File: src/hw/brl_pkg.sv
// Purpose: Shared constants and types for the burner rate limiter
// Assumes: 50 MHz sys_clk, temperatures in whole degrees F
// Notes:   Register map is word aligned on AHB-Lite
package brl_pkg;
    localparam int unsigned CLK_HZ        = 50_000_000;
    localparam int unsigned SEC_S         = 1;
    localparam int unsigned SEC_CYCLES    = CLK_HZ * SEC_S;
    localparam int unsigned SLOW_STEP_S   = 10;
    localparam int unsigned STEPS_PER_MIN = 60 / SLOW_STEP_S;
    localparam logic [15:0] HILIM_BAND_F  = 16'h0005;
    localparam logic [15:0] ACOND_BAND_F  = 16'h0004;

    localparam logic [7:0] OFF_CTRL       = 8'h00;
    localparam logic [7:0] OFF_SH_FTIME   = 8'h04;
    localparam logic [7:0] OFF_SH_FRATE   = 8'h08;
    localparam logic [7:0] OFF_HW_FTIME   = 8'h0C;
    localparam logic [7:0] OFF_HW_FRATE   = 8'h10;
    localparam logic [7:0] OFF_SLOW_OFF   = 8'h14;
    localparam logic [7:0] OFF_SLOW_RAMP  = 8'h18;
    localparam logic [7:0] OFF_HILIM_SP   = 8'h1C;
    localparam logic [7:0] OFF_SH_AC_SP   = 8'h20;
    localparam logic [7:0] OFF_HW_AC_SP   = 8'h24;
    localparam logic [7:0] OFF_SH_MAX     = 8'h28;
    localparam logic [7:0] OFF_HW_MAX     = 8'h2C;
    localparam logic [7:0] OFF_STATUS     = 8'h30;
    localparam logic [7:0] OFF_RATE       = 8'h34;
    localparam logic [7:0] OFF_IRQ_STAT   = 8'h38;
    localparam logic [7:0] OFF_IRQ_CLR    = 8'h3C;
    localparam logic [7:0] OFF_IRQ_EN     = 8'h40;

    // Control register fields
    localparam int CTL_SH_SLOW_EN  = 0;
    localparam int CTL_HW_SLOW_EN  = 1;
    localparam int CTL_HILIM_EN    = 2;
    localparam int CTL_HILIM_LOCK  = 3;
    localparam int CTL_SH_AC_EN    = 4;
    localparam int CTL_HW_AC_EN    = 5;
    localparam int CTL_AC_PUMP_OFF = 6;
    localparam int CTL_PRIO_LSB    = 8;
    localparam int CTL_W           = 13;
    // Priority bits: anticondensation beats this limit when set
    localparam int PRIO_STACK  = 0;
    localparam int PRIO_DELTAT = 1;
    localparam int PRIO_SLOW   = 2;
    localparam int PRIO_FORCED = 3;
    localparam int PRIO_OUTLET = 4;

    // Interrupt status bits
    localparam int EV_SH_ALERT = 0;
    localparam int EV_HW_ALERT = 1;
    localparam int EV_HILIM    = 2;
    localparam int EV_ACOND    = 3;
    localparam int EV_W        = 4;

    localparam logic [CTL_W-1:0] CTRL_RST = 13'h0000;
    localparam logic [15:0]      MAX_RST  = 16'hFFFF;
    localparam logic [15:0]      WORD_RST = 16'h0000;

    typedef enum logic [1:0] {SRC_NONE, SRC_SPACE_HEATING, SRC_HOT_WATER,
                              SRC_LEAD_LAG} brl_src_t;
    typedef enum logic [1:0] {PH_IDLE, PH_FORCED, PH_SLOW, PH_RUN} brl_phase_t;
endpackage : brl_pkg

File: src/hw/brl_hyst_if.sv
// Purpose: Carries one hysteresis comparison between limiter modules
// Assumes: Same clock domain on both ends
// Notes:   user drives the inputs, core returns the latched state
interface brl_hyst_if;
    logic        en;
    logic [15:0] temp;
    logic [15:0] level;
    logic        active;
    modport core (input en, input temp, input level, output active);
    modport user (output en, output temp, output level, input active);
endinterface : brl_hyst_if

File: src/hw/brl_hyst.sv
// Purpose: Latched threshold with a fixed hysteresis band
// Assumes: Unsigned whole-degree temperatures
// Notes:   ABOVE=1 trips at or over level, releases below level-BAND
module brl_hyst #(
    parameter bit          ABOVE = 1'b1,
    parameter logic [15:0] BAND  = 16'h0005
) (
    input  wire logic       sys_clk,
    input  wire logic       rst,
    brl_hyst_if.core        h
);
    typedef struct packed {
        logic active;
    } brl_hyst_st_t;

    brl_hyst_st_t s_reg;
    brl_hyst_st_t s_next;
    logic [16:0]  lo_thr;
    logic [16:0]  hi_thr;

    assign lo_thr   = {1'b0, h.level} - {1'b0, BAND};
    assign hi_thr   = {1'b0, h.level} + {1'b0, BAND};
    assign h.active = s_reg.active;

    always_comb begin
        s_next = s_reg;
        if (!h.en) begin
            s_next.active = 1'b0;
        end else if (ABOVE) begin
            if (h.temp >= h.level) begin
                s_next.active = 1'b1;
            end else if (!lo_thr[16] && ({1'b0, h.temp} < lo_thr)) begin
                s_next.active = 1'b0;
            end
        end else begin
            if (h.temp < h.level) begin
                s_next.active = 1'b1;
            end else if ({1'b0, h.temp} >= hi_thr) begin
                s_next.active = 1'b0;
            end
        end
    end

    always_ff @(posedge sys_clk or posedge rst) begin
        if (rst) begin
            s_reg <= '0;
        end else begin
            s_reg <= s_next;
        end
    end
endmodule : brl_hyst

File: src/hw/brl_top.sv
// Purpose: Forced rate, slow start, hot-water high limit, anticondensation
// Assumes: Inputs come from logic on sys_clk; temperatures in degrees F
// Notes:   Registers on AHB-Lite; reads take one wait state
module brl_top #(
    parameter int unsigned SEC_CYCLES = brl_pkg::SEC_CYCLES
) (
    input  wire logic        sys_clk,
    input  wire logic        rst,
    input  wire logic        hsel,
    input  wire logic [31:0] haddr,
    input  wire logic [1:0]  htrans,
    input  wire logic        hwrite,
    input  wire logic [2:0]  hsize,
    input  wire logic [31:0] hwdata,
    input  wire logic        hready,
    output logic             hreadyout,
    output logic [31:0]      hrdata,
    output logic             hresp,
    input  wire logic        firing,
    input  wire logic        lightoff_done,
    input  wire logic [1:0]  demand_src,
    input  wire logic [15:0] outlet_temp,
    input  wire logic [15:0] hot_water_temp,
    input  wire logic [15:0] active_setpoint,
    input  wire logic [15:0] demand_rate,
    input  wire logic [15:0] stack_ceiling,
    input  wire logic [15:0] delta_t_ceiling,
    input  wire logic [15:0] outlet_ceiling,
    output logic [15:0]      rate_out,
    output logic             hot_water_pump_off,
    output logic             space_heating_pump_off,
    output logic             lockout_req,
    output logic             recycle_hold,
    output logic             irq
);
    typedef struct packed {
        logic [brl_pkg::CTL_W-1:0] ctrl;
        logic [15:0]               sh_ftime;
        logic [15:0]               sh_frate;
        logic [15:0]               hw_ftime;
        logic [15:0]               hw_frate;
        logic [15:0]               slow_off;
        logic [15:0]               slow_ramp;
        logic [15:0]               hilim_sp;
        logic [15:0]               sh_ac_sp;
        logic [15:0]               hw_ac_sp;
        logic [15:0]               sh_max;
        logic [15:0]               hw_max;
        logic [brl_pkg::EV_W-1:0]  irq_st;
        logic [brl_pkg::EV_W-1:0]  irq_en;
        brl_pkg::brl_phase_t       phase;
        logic                      src_hw;
        logic [31:0]               cyc_cnt;
        logic [15:0]               sec_left;
        logic [3:0]                step_cnt;
        logic [15:0]               ceil;
        logic                      hilim_d;
        logic                      acond_d;
        logic                      dp_wr;
        logic                      dp_rd;
        logic [7:0]                dp_addr;
        logic                      ready;
        logic [31:0]               rdata;
        logic                      resp;
        logic [15:0]               rate;
        logic                      hw_pump_off;
        logic                      sh_pump_off;
        logic                      lockout;
        logic                      hold;
        logic                      irq;
    } brl_st_t;

    brl_st_t    s_reg;
    brl_st_t    s_next;
    brl_hyst_if hl_if ();
    brl_hyst_if ac_if ();

    logic        src_is_hw;
    logic        src_is_sh;
    logic        acond_en;
    logic        acond_act;
    logic [15:0] src_max;
    logic [15:0] ramp_step;
    logic [16:0] ceil_sum;
    logic        slow_eff;
    logic        tick;
    logic [4:0]  prio;
    logic [15:0] sel_ftime;
    logic [15:0] sel_frate;
    logic [15:0] lat_max;
    logic        sel_slow_en;

    brl_hyst #(.ABOVE(1'b1), .BAND(brl_pkg::HILIM_BAND_F)) u_hilim (
        .sys_clk (sys_clk),
        .rst     (rst),
        .h       (hl_if.core)
    );

    brl_hyst #(.ABOVE(1'b0), .BAND(brl_pkg::ACOND_BAND_F)) u_acond (
        .sys_clk (sys_clk),
        .rst     (rst),
        .h       (ac_if.core)
    );

    assign src_is_hw = (demand_src == brl_pkg::SRC_HOT_WATER);
    assign src_is_sh = (demand_src == brl_pkg::SRC_SPACE_HEATING)
                    || (demand_src == brl_pkg::SRC_LEAD_LAG);
    assign prio      = s_reg.ctrl[brl_pkg::CTL_PRIO_LSB +: 5];

    assign hl_if.en    = s_reg.ctrl[brl_pkg::CTL_HILIM_EN];
    assign hl_if.temp  = hot_water_temp;
    assign hl_if.level = s_reg.hilim_sp;

    // Hot-water setpoint only while hot water controls; others use heating
    assign acond_en = firing && ((src_is_sh && s_reg.ctrl[brl_pkg::CTL_SH_AC_EN])
                   || (src_is_hw && s_reg.ctrl[brl_pkg::CTL_HW_AC_EN]));
    assign ac_if.en    = acond_en;
    assign ac_if.temp  = outlet_temp;
    assign ac_if.level = src_is_hw ? s_reg.hw_ac_sp : s_reg.sh_ac_sp;
    // Gate with the enable so a source change drops the request at once
    assign acond_act   = acond_en && ac_if.active;

    assign src_max   = src_is_hw ? s_reg.hw_max : s_reg.sh_max;
    assign lat_max   = s_reg.src_hw ? s_reg.hw_max : s_reg.sh_max;
    assign ramp_step = 16'(s_reg.slow_ramp / 16'(brl_pkg::STEPS_PER_MIN));
    assign ceil_sum  = {1'b0, s_reg.ceil} + {1'b0, ramp_step};
    // Compare as sum to avoid wrap when offset exceeds setpoint
    assign slow_eff  = ({1'b0, outlet_temp} + {1'b0, s_reg.slow_off})
                     < {1'b0, active_setpoint};
    assign tick      = (s_reg.cyc_cnt == SEC_CYCLES - 1);

    // Parameters of the source captured at lightoff
    assign sel_ftime   = src_is_hw ? s_reg.hw_ftime : s_reg.sh_ftime;
    assign sel_frate   = s_reg.src_hw ? s_reg.hw_frate : s_reg.sh_frate;
    assign sel_slow_en = s_reg.src_hw ? s_reg.ctrl[brl_pkg::CTL_HW_SLOW_EN]
                                      : s_reg.ctrl[brl_pkg::CTL_SH_SLOW_EN];

    function automatic logic [31:0] rd_mux(input brl_st_t st, input logic [7:0] a);
        logic [31:0] d;
        d = 32'h0000_0000;
        if (a == brl_pkg::OFF_CTRL) begin
            d = {19'h0, st.ctrl};
        end else if (a == brl_pkg::OFF_SH_FTIME) begin
            d = {16'h0, st.sh_ftime};
        end else if (a == brl_pkg::OFF_SH_FRATE) begin
            d = {16'h0, st.sh_frate};
        end else if (a == brl_pkg::OFF_HW_FTIME) begin
            d = {16'h0, st.hw_ftime};
        end else if (a == brl_pkg::OFF_HW_FRATE) begin
            d = {16'h0, st.hw_frate};
        end else if (a == brl_pkg::OFF_SLOW_OFF) begin
            d = {16'h0, st.slow_off};
        end else if (a == brl_pkg::OFF_SLOW_RAMP) begin
            d = {16'h0, st.slow_ramp};
        end else if (a == brl_pkg::OFF_HILIM_SP) begin
            d = {16'h0, st.hilim_sp};
        end else if (a == brl_pkg::OFF_SH_AC_SP) begin
            d = {16'h0, st.sh_ac_sp};
        end else if (a == brl_pkg::OFF_HW_AC_SP) begin
            d = {16'h0, st.hw_ac_sp};
        end else if (a == brl_pkg::OFF_SH_MAX) begin
            d = {16'h0, st.sh_max};
        end else if (a == brl_pkg::OFF_HW_MAX) begin
            d = {16'h0, st.hw_max};
        end else if (a == brl_pkg::OFF_STATUS) begin
            d = {24'h0, st.hold, st.lockout, st.acond_d, st.hilim_d,
                 1'b0, st.src_hw, st.phase};
        end else if (a == brl_pkg::OFF_RATE) begin
            d = {st.ceil, st.rate};
        end else if (a == brl_pkg::OFF_IRQ_STAT) begin
            d = {28'h0, st.irq_st};
        end else if (a == brl_pkg::OFF_IRQ_EN) begin
            d = {28'h0, st.irq_en};
        end
        return d;
    endfunction : rd_mux

    always_comb begin
        logic [brl_pkg::EV_W-1:0] ev;
        logic [brl_pkg::EV_W-1:0] clr;
        logic [15:0]              r;
        logic                     to_slow;
        ev      = '0;
        clr     = '0;
        r       = 16'h0000;
        to_slow = 1'b0;
        s_next  = s_reg;

        // Bus: writes commit in the data phase, reads insert one wait
        s_next.dp_wr = 1'b0;
        s_next.resp  = 1'b0;
        if (s_reg.dp_rd) begin
            s_next.rdata = rd_mux(s_reg, s_reg.dp_addr);
            s_next.ready = 1'b1;
            s_next.dp_rd = 1'b0;
        end else if (hsel && htrans[1] && hready) begin
            s_next.dp_addr = haddr[7:0];
            s_next.dp_wr   = hwrite;
            s_next.dp_rd   = !hwrite;
            s_next.ready   = hwrite;
        end
        if (s_reg.dp_wr) begin
            if (s_reg.dp_addr == brl_pkg::OFF_CTRL) begin
                s_next.ctrl = hwdata[brl_pkg::CTL_W-1:0];
            end else if (s_reg.dp_addr == brl_pkg::OFF_SH_FTIME) begin
                s_next.sh_ftime = hwdata[15:0];
            end else if (s_reg.dp_addr == brl_pkg::OFF_SH_FRATE) begin
                s_next.sh_frate = hwdata[15:0];
            end else if (s_reg.dp_addr == brl_pkg::OFF_HW_FTIME) begin
                s_next.hw_ftime = hwdata[15:0];
            end else if (s_reg.dp_addr == brl_pkg::OFF_HW_FRATE) begin
                s_next.hw_frate = hwdata[15:0];
            end else if (s_reg.dp_addr == brl_pkg::OFF_SLOW_OFF) begin
                s_next.slow_off = hwdata[15:0];
            end else if (s_reg.dp_addr == brl_pkg::OFF_SLOW_RAMP) begin
                s_next.slow_ramp = hwdata[15:0];
            end else if (s_reg.dp_addr == brl_pkg::OFF_HILIM_SP) begin
                s_next.hilim_sp = hwdata[15:0];
            end else if (s_reg.dp_addr == brl_pkg::OFF_SH_AC_SP) begin
                s_next.sh_ac_sp = hwdata[15:0];
            end else if (s_reg.dp_addr == brl_pkg::OFF_HW_AC_SP) begin
                s_next.hw_ac_sp = hwdata[15:0];
            end else if (s_reg.dp_addr == brl_pkg::OFF_SH_MAX) begin
                s_next.sh_max = hwdata[15:0];
            end else if (s_reg.dp_addr == brl_pkg::OFF_HW_MAX) begin
                s_next.hw_max = hwdata[15:0];
            end else if (s_reg.dp_addr == brl_pkg::OFF_IRQ_CLR) begin
                clr = hwdata[brl_pkg::EV_W-1:0];
            end else if (s_reg.dp_addr == brl_pkg::OFF_IRQ_EN) begin
                s_next.irq_en = hwdata[brl_pkg::EV_W-1:0];
            end
        end

        // One-second time base, counting in every phase except PH_IDLE
        if (s_reg.phase == brl_pkg::PH_IDLE || tick) begin
            s_next.cyc_cnt = 32'h0000_0000;
        end else begin
            s_next.cyc_cnt = s_reg.cyc_cnt + 32'h0000_0001;
        end

        case (s_reg.phase)
            brl_pkg::PH_IDLE: begin
                if (firing && lightoff_done) begin
                    s_next.src_hw   = src_is_hw;
                    s_next.sec_left = sel_ftime;
                    s_next.phase    = brl_pkg::PH_FORCED;
                end
            end
            brl_pkg::PH_FORCED: begin
                if (s_reg.sec_left == 16'h0000) begin
                    to_slow = 1'b1;
                end else if (tick) begin
                    s_next.sec_left = s_reg.sec_left - 16'h0001;
                end
            end
            brl_pkg::PH_SLOW: begin
                if (tick) begin
                    if (s_reg.step_cnt == 4'(brl_pkg::SLOW_STEP_S - 1)) begin
                        s_next.step_cnt = 4'h0;
                        s_next.ceil     = ceil_sum[16] ? 16'hFFFF
                                        : ceil_sum[15:0];
                    end else begin
                        s_next.step_cnt = s_reg.step_cnt + 4'h1;
                    end
                end
                if (s_reg.ceil >= lat_max) begin
                    s_next.phase = brl_pkg::PH_RUN;
                end
            end
            default: begin
            end
        endcase
        if (to_slow) begin
            s_next.step_cnt = 4'h0;
            s_next.ceil     = sel_frate;
            if (sel_slow_en && sel_frate != 16'h0000 && sel_frate <= lat_max) begin
                s_next.phase = brl_pkg::PH_SLOW;
            end else begin
                s_next.phase = brl_pkg::PH_RUN;
                if (sel_slow_en) begin
                    ev[s_reg.src_hw ? brl_pkg::EV_HW_ALERT
                                    : brl_pkg::EV_SH_ALERT] = 1'b1;
                end
            end
        end
        if (!firing) begin
            s_next.phase = brl_pkg::PH_IDLE;
        end

        // Rate selection; a set priority bit lets anticondensation win
        if (s_reg.phase == brl_pkg::PH_FORCED
            && !(acond_act && prio[brl_pkg::PRIO_FORCED])) begin
            r = sel_frate;
        end else begin
            r = acond_act ? src_max : demand_rate;
            if (!(acond_act && prio[brl_pkg::PRIO_STACK]) && stack_ceiling < r) begin
                r = stack_ceiling;
            end
            if (!(acond_act && prio[brl_pkg::PRIO_DELTAT]) && delta_t_ceiling < r) begin
                r = delta_t_ceiling;
            end
            if (!(acond_act && prio[brl_pkg::PRIO_OUTLET]) && outlet_ceiling < r) begin
                r = outlet_ceiling;
            end
            if (s_reg.phase == brl_pkg::PH_SLOW && slow_eff
                && !(acond_act && prio[brl_pkg::PRIO_SLOW]) && s_reg.ceil < r) begin
                r = s_reg.ceil;
            end
        end
        s_next.rate = r;

        // Pump inhibits and high-limit response
        s_next.hw_pump_off = hl_if.active
                          || (acond_act && src_is_hw
                              && s_reg.ctrl[brl_pkg::CTL_AC_PUMP_OFF]);
        s_next.sh_pump_off = acond_act && src_is_sh
                          && s_reg.ctrl[brl_pkg::CTL_AC_PUMP_OFF];
        s_next.lockout = hl_if.active && s_reg.ctrl[brl_pkg::CTL_HILIM_LOCK];
        s_next.hold    = hl_if.active && !s_reg.ctrl[brl_pkg::CTL_HILIM_LOCK];

        // Sticky events; a set in the same cycle beats the clear
        s_next.hilim_d = hl_if.active;
        s_next.acond_d = acond_act;
        ev[brl_pkg::EV_HILIM] = hl_if.active && !s_reg.hilim_d;
        ev[brl_pkg::EV_ACOND] = acond_act && !s_reg.acond_d;
        s_next.irq_st = (s_reg.irq_st & ~clr) | ev;
        s_next.irq    = |(s_next.irq_st & s_next.irq_en);
    end

    always_ff @(posedge sys_clk or posedge rst) begin
        if (rst) begin
            s_reg        <= '0;
            s_reg.ctrl   <= brl_pkg::CTRL_RST;
            s_reg.sh_max <= brl_pkg::MAX_RST;
            s_reg.hw_max <= brl_pkg::MAX_RST;
            s_reg.ready  <= 1'b1;
            s_reg.phase  <= brl_pkg::PH_IDLE;
            s_reg.rate   <= brl_pkg::WORD_RST;
        end else begin
            s_reg <= s_next;
        end
    end

    assign hreadyout              = s_reg.ready;
    assign hrdata                 = s_reg.rdata;
    assign hresp                  = s_reg.resp;
    assign rate_out               = s_reg.rate;
    assign hot_water_pump_off     = s_reg.hw_pump_off;
    assign space_heating_pump_off = s_reg.sh_pump_off;
    assign lockout_req            = s_reg.lockout;
    assign recycle_hold           = s_reg.hold;
    assign irq                    = s_reg.irq;
endmodule : brl_top

File: config.mk
export PLATFORM = sky130hd
export DESIGN_NAME = brl_top
export DESIGN_NICKNAME = d
export VERILOG_FILES = /design/src/hw/brl_pkg.sv /design/src/hw/brl_hyst_if.sv /design/src/hw/brl_hyst.sv /design/src/hw/brl_top.sv
export SDC_FILE = /design/constraint.sdc
export NUM_CORES = 1
export LEC_CHECK = 0
export BUFFER_PORTS_ARGS = -buffer_cell sky130_fd_sc_hd__clkbuf_2
export CORE_AREA = 10 10 220 222
export DETAILED_ROUTE_END_ITERATION = 16
export DIE_AREA = 0 0 230 232
export PLACE_DENSITY = 0.77
export SYNTH_ARGS = -nofsm -noshare
export SYNTH_HDL_FRONTEND = slang
export SYNTH_SLANG_ARGS = --single-unit
File: constraint.sdc
create_clock -name sys_clk -period 12.5 [get_ports sys_clk]
set_clock_uncertainty 0.1 [all_clocks]
set_input_delay 2.5 -clock sys_clk [delete_from_list [all_inputs] [get_ports sys_clk]]
set_output_delay 2.5 -clock sys_clk [all_outputs]
set_load 0.01 [all_outputs]
==> results.md <==
* Outcome: finished, final reports clean
* Achievable Freq at 0.0858 GHz
* Pwr dens at 119 nW/um2
* M3 GR Usage at 5.46%
* Slew Limit Fails at 0
* Hold WS at 378 ps
* Die ar. at 53400 um2
* TritonCTS buffer count at 38
* CP max stage delay at 450 ps
* Met2 Track Usage GR at 47.1%
* Maxcap violations at 0
* Post-synth cell types at 97
* Synth Cell Area at 23900 um2
* Grt total ovfl at 0
* Post-synth net total at 2937
* Starting DRC count in detailed routing at 2441
* First-pass GRT wire length at 123 mm
* Chip Height at 232 um
* CP startpoint kind: input port
* CP Depth at 56
* Post-route antenna net violation count at 0
* Hold Path Class: flip-flop to flip-flop
* H-tree depth at 2
* Crit path max fanout at 12
* GPL Wtd Cong at 0.978
* Crit path time final at 11660 ps
* Slowest-stage cell, CP: a2111oi_1
* Number of flops mapped to enable cells by yosys at 0
* I/O pin count at 245
* Core ar. at 43900 um2
* Worst EP arrival at 12040 ps
* Min-Delay Path Depth at 0
* Wire length per cell at 24.8 um
* Final setup violation count at 0
* Nets@finish at 3052
* HPWL after detailed placement at 61.0 mm
* Final period util at 93.3%
* CTS Buffer Depth at 3
* Via Count at 21242
* Initial core utilization at 54.3%
* P&R area growth vs syn at 10.6%
* Post-Route Setup TNS at 0 ps
* Data required, critical path at 12880 ps
* Layout cell share with drive strength beyond 1 at 22.4%
* CP delay by family, top: compound AO/OA/AOI/OAI gates
* Clk_lat worst skew at 570 ps
* Final Hold Fails at 0
* Buffers on Ports at 199
* Clk sinks at 336
* HP Start: u_hilim.h.active
* CP Launch Point: demand_src[0]
* Worst Reg2Reg Path Length in Cells at 55
* Sequential fraction of the synthesis area at 35.4%
* Main synth FF type: dfrtp_1
* CP endpoint kind: flip-flop
* CP bufs+invs at 13
* Vias in the first global route at 20791
* Design Area, Final at 26400 um2
* R2R Setup Slk at 2400 ps
* TritonCTS clock tree: yes
* Gr busiest metal: met2
* Slew margin rel. at 13.4%
* Via/cell ratio at 6.49
* Peak VDD IR at 112 uV
* Post-synth ARST share at 100%
* Tot GR Track Use at 29.6%
* Clock slew at reported path FFs at 60 ps
* Mapped Avg Cell Area at 9.40 um2
* Largest register FFs at 258
* # DRC at 0
* Ant. Diodes at 0
* Initial antenna violation count at 1
* Worst Setup Path Type: input port to flip-flop
* Synth Warn # at 0
* WHS Endpoint: s_reg[66]
* Num rows at 77
* Reg2Reg Launch Point: s_reg[327]
* TritonRoute pass-1 iters at 6
* Worst Tran Pin Value at 1290 ps
* Met1 Resource Use GR at 38.3%
* Die X at 230 um
* Placed inst area at 25100 um2
* Clk Tree Root Cell: clkbuf_16
* Synth Instances at 2540
* Post-Route WL at 81.2 mm
* Pin count of the biggest net entering global routing at 178
* Leak pwr at 0.0121 uW
* RSZ-0062 raised after global routing: no
* Reg2reg end: rate_out[10]
* Yosys reg bits at 336
[how the worst max path moves through the flow]
stage	end	slack, ps
final	rate_out[10]	840
after CTS	rate_out[10]	630
after global routing	rate_out[2]	60
after floorplan	hl_if.en	640
after global placement	rate_out[6]	290
after detailed placement	rate_out[10]	120
[stage by stage]
| step | setup WS [ps] | total power, uW | utilization (%) | cells |
|---|---|---|---|---|
| floorplan | 645 | 1770 | - | 2540 |
| global placement | 294 | 1970 | 57.1 | 3200 |
| detailed placement | 121 | 2000 | 57.1 | 3200 |
| CTS | 634 | 3140 | 59.9 | 3268 |
| global route | 55.4 | 3280 | 60.1 | 3275 |
| finish | 840 | 3150 | 60.1 | 3275 |
[cell type report]
type,count,area [um2]
inverters,148,563
repair buffers,252,1410
flip-flops and latches,336,8450
clock inverters,12,144
multi-input cells,1879,14000
well taps,592,741
clock buffers,56,1110
fillers,3790,17500
[cell usage after synthesis, types with 28 or more instances]
cell type,instances,share of area [%]
a21o_1,43,1.4
a21oi_1,115,2.4
a22oi_1,35,1.1
a31oi_1,28,0.73
buf_4,55,1.7
clkbuf_1,103,1.6
dfrtp_1,303,32
dfstp_2,33,3.6
ha_1,205,11
inv_1,145,2.3
mux2_2,216,10
mux2i_1,56,2.3
nand2_1,216,3.4
nand3_1,69,1.4
nand4_1,32,0.84
nor2_1,178,2.8
nor3_1,48,1.0
o21a_1,42,1.3
o21ai_0,126,2.6
xnor2_1,49,1.8
xor2_1,32,1.2
[where the power goes]
group	internal, uW	switching (uW)
Combinational	301	417
Clock	678	465
Sequential	1170	117
[layer usage]
layer	share of wire [%]	wire length [um]
met1	41	33100
met2	45	36600
met3	8.9	7220
met4	5.2	4200
met5	0	0
[layout by cell type, fill, tap and decap left out, types with 32 or more instances in the layout]
| master | count |
|---|---|
| nand4_1 | 32 |
| o21a_1 | 42 |
| dfrtp_1 | 302 |
| xnor2_1 | 49 |
| nand2_1 | 216 |
| a21oi_1 | 115 |
| a21o_1 | 43 |
| nor2_1 | 175 |
| nand3_1 | 69 |
| nor3_1 | 47 |
| dfstp_2 | 33 |
| clkbuf_2 | 199 |
| mux2i_1 | 56 |
| clkbuf_16 | 39 |
| o21ai_0 | 126 |
| buf_4 | 52 |
| a22oi_1 | 35 |
| inv_1 | 144 |
| mux2_2 | 216 |
| xor2_1 | 32 |
| ha_1 | 205 |
[logic make-up after synthesis]
kind of cell | count (synthesis) | share of synthesized area (%)
and+or+nand+nor | 695 | 14.0
AOI/OAI and AO/OA | 622 | 17.9
DFF | 336 | 35.4
buffers and inverters | 325 | 6.19
muxes | 273 | 12.6
adders and majority gates | 207 | 10.9
xor gates and xnor gates | 81 | 2.97
other | 1 | 0.0157
[timing repair]
item | CTS | global route
gates resized for setup | 0 | 2
hold buffers | 0 | 0
endpoints found under the setup margin | 0 | 16
buffers inserted | 0 | 7
(Power assumes the default switching activity.)
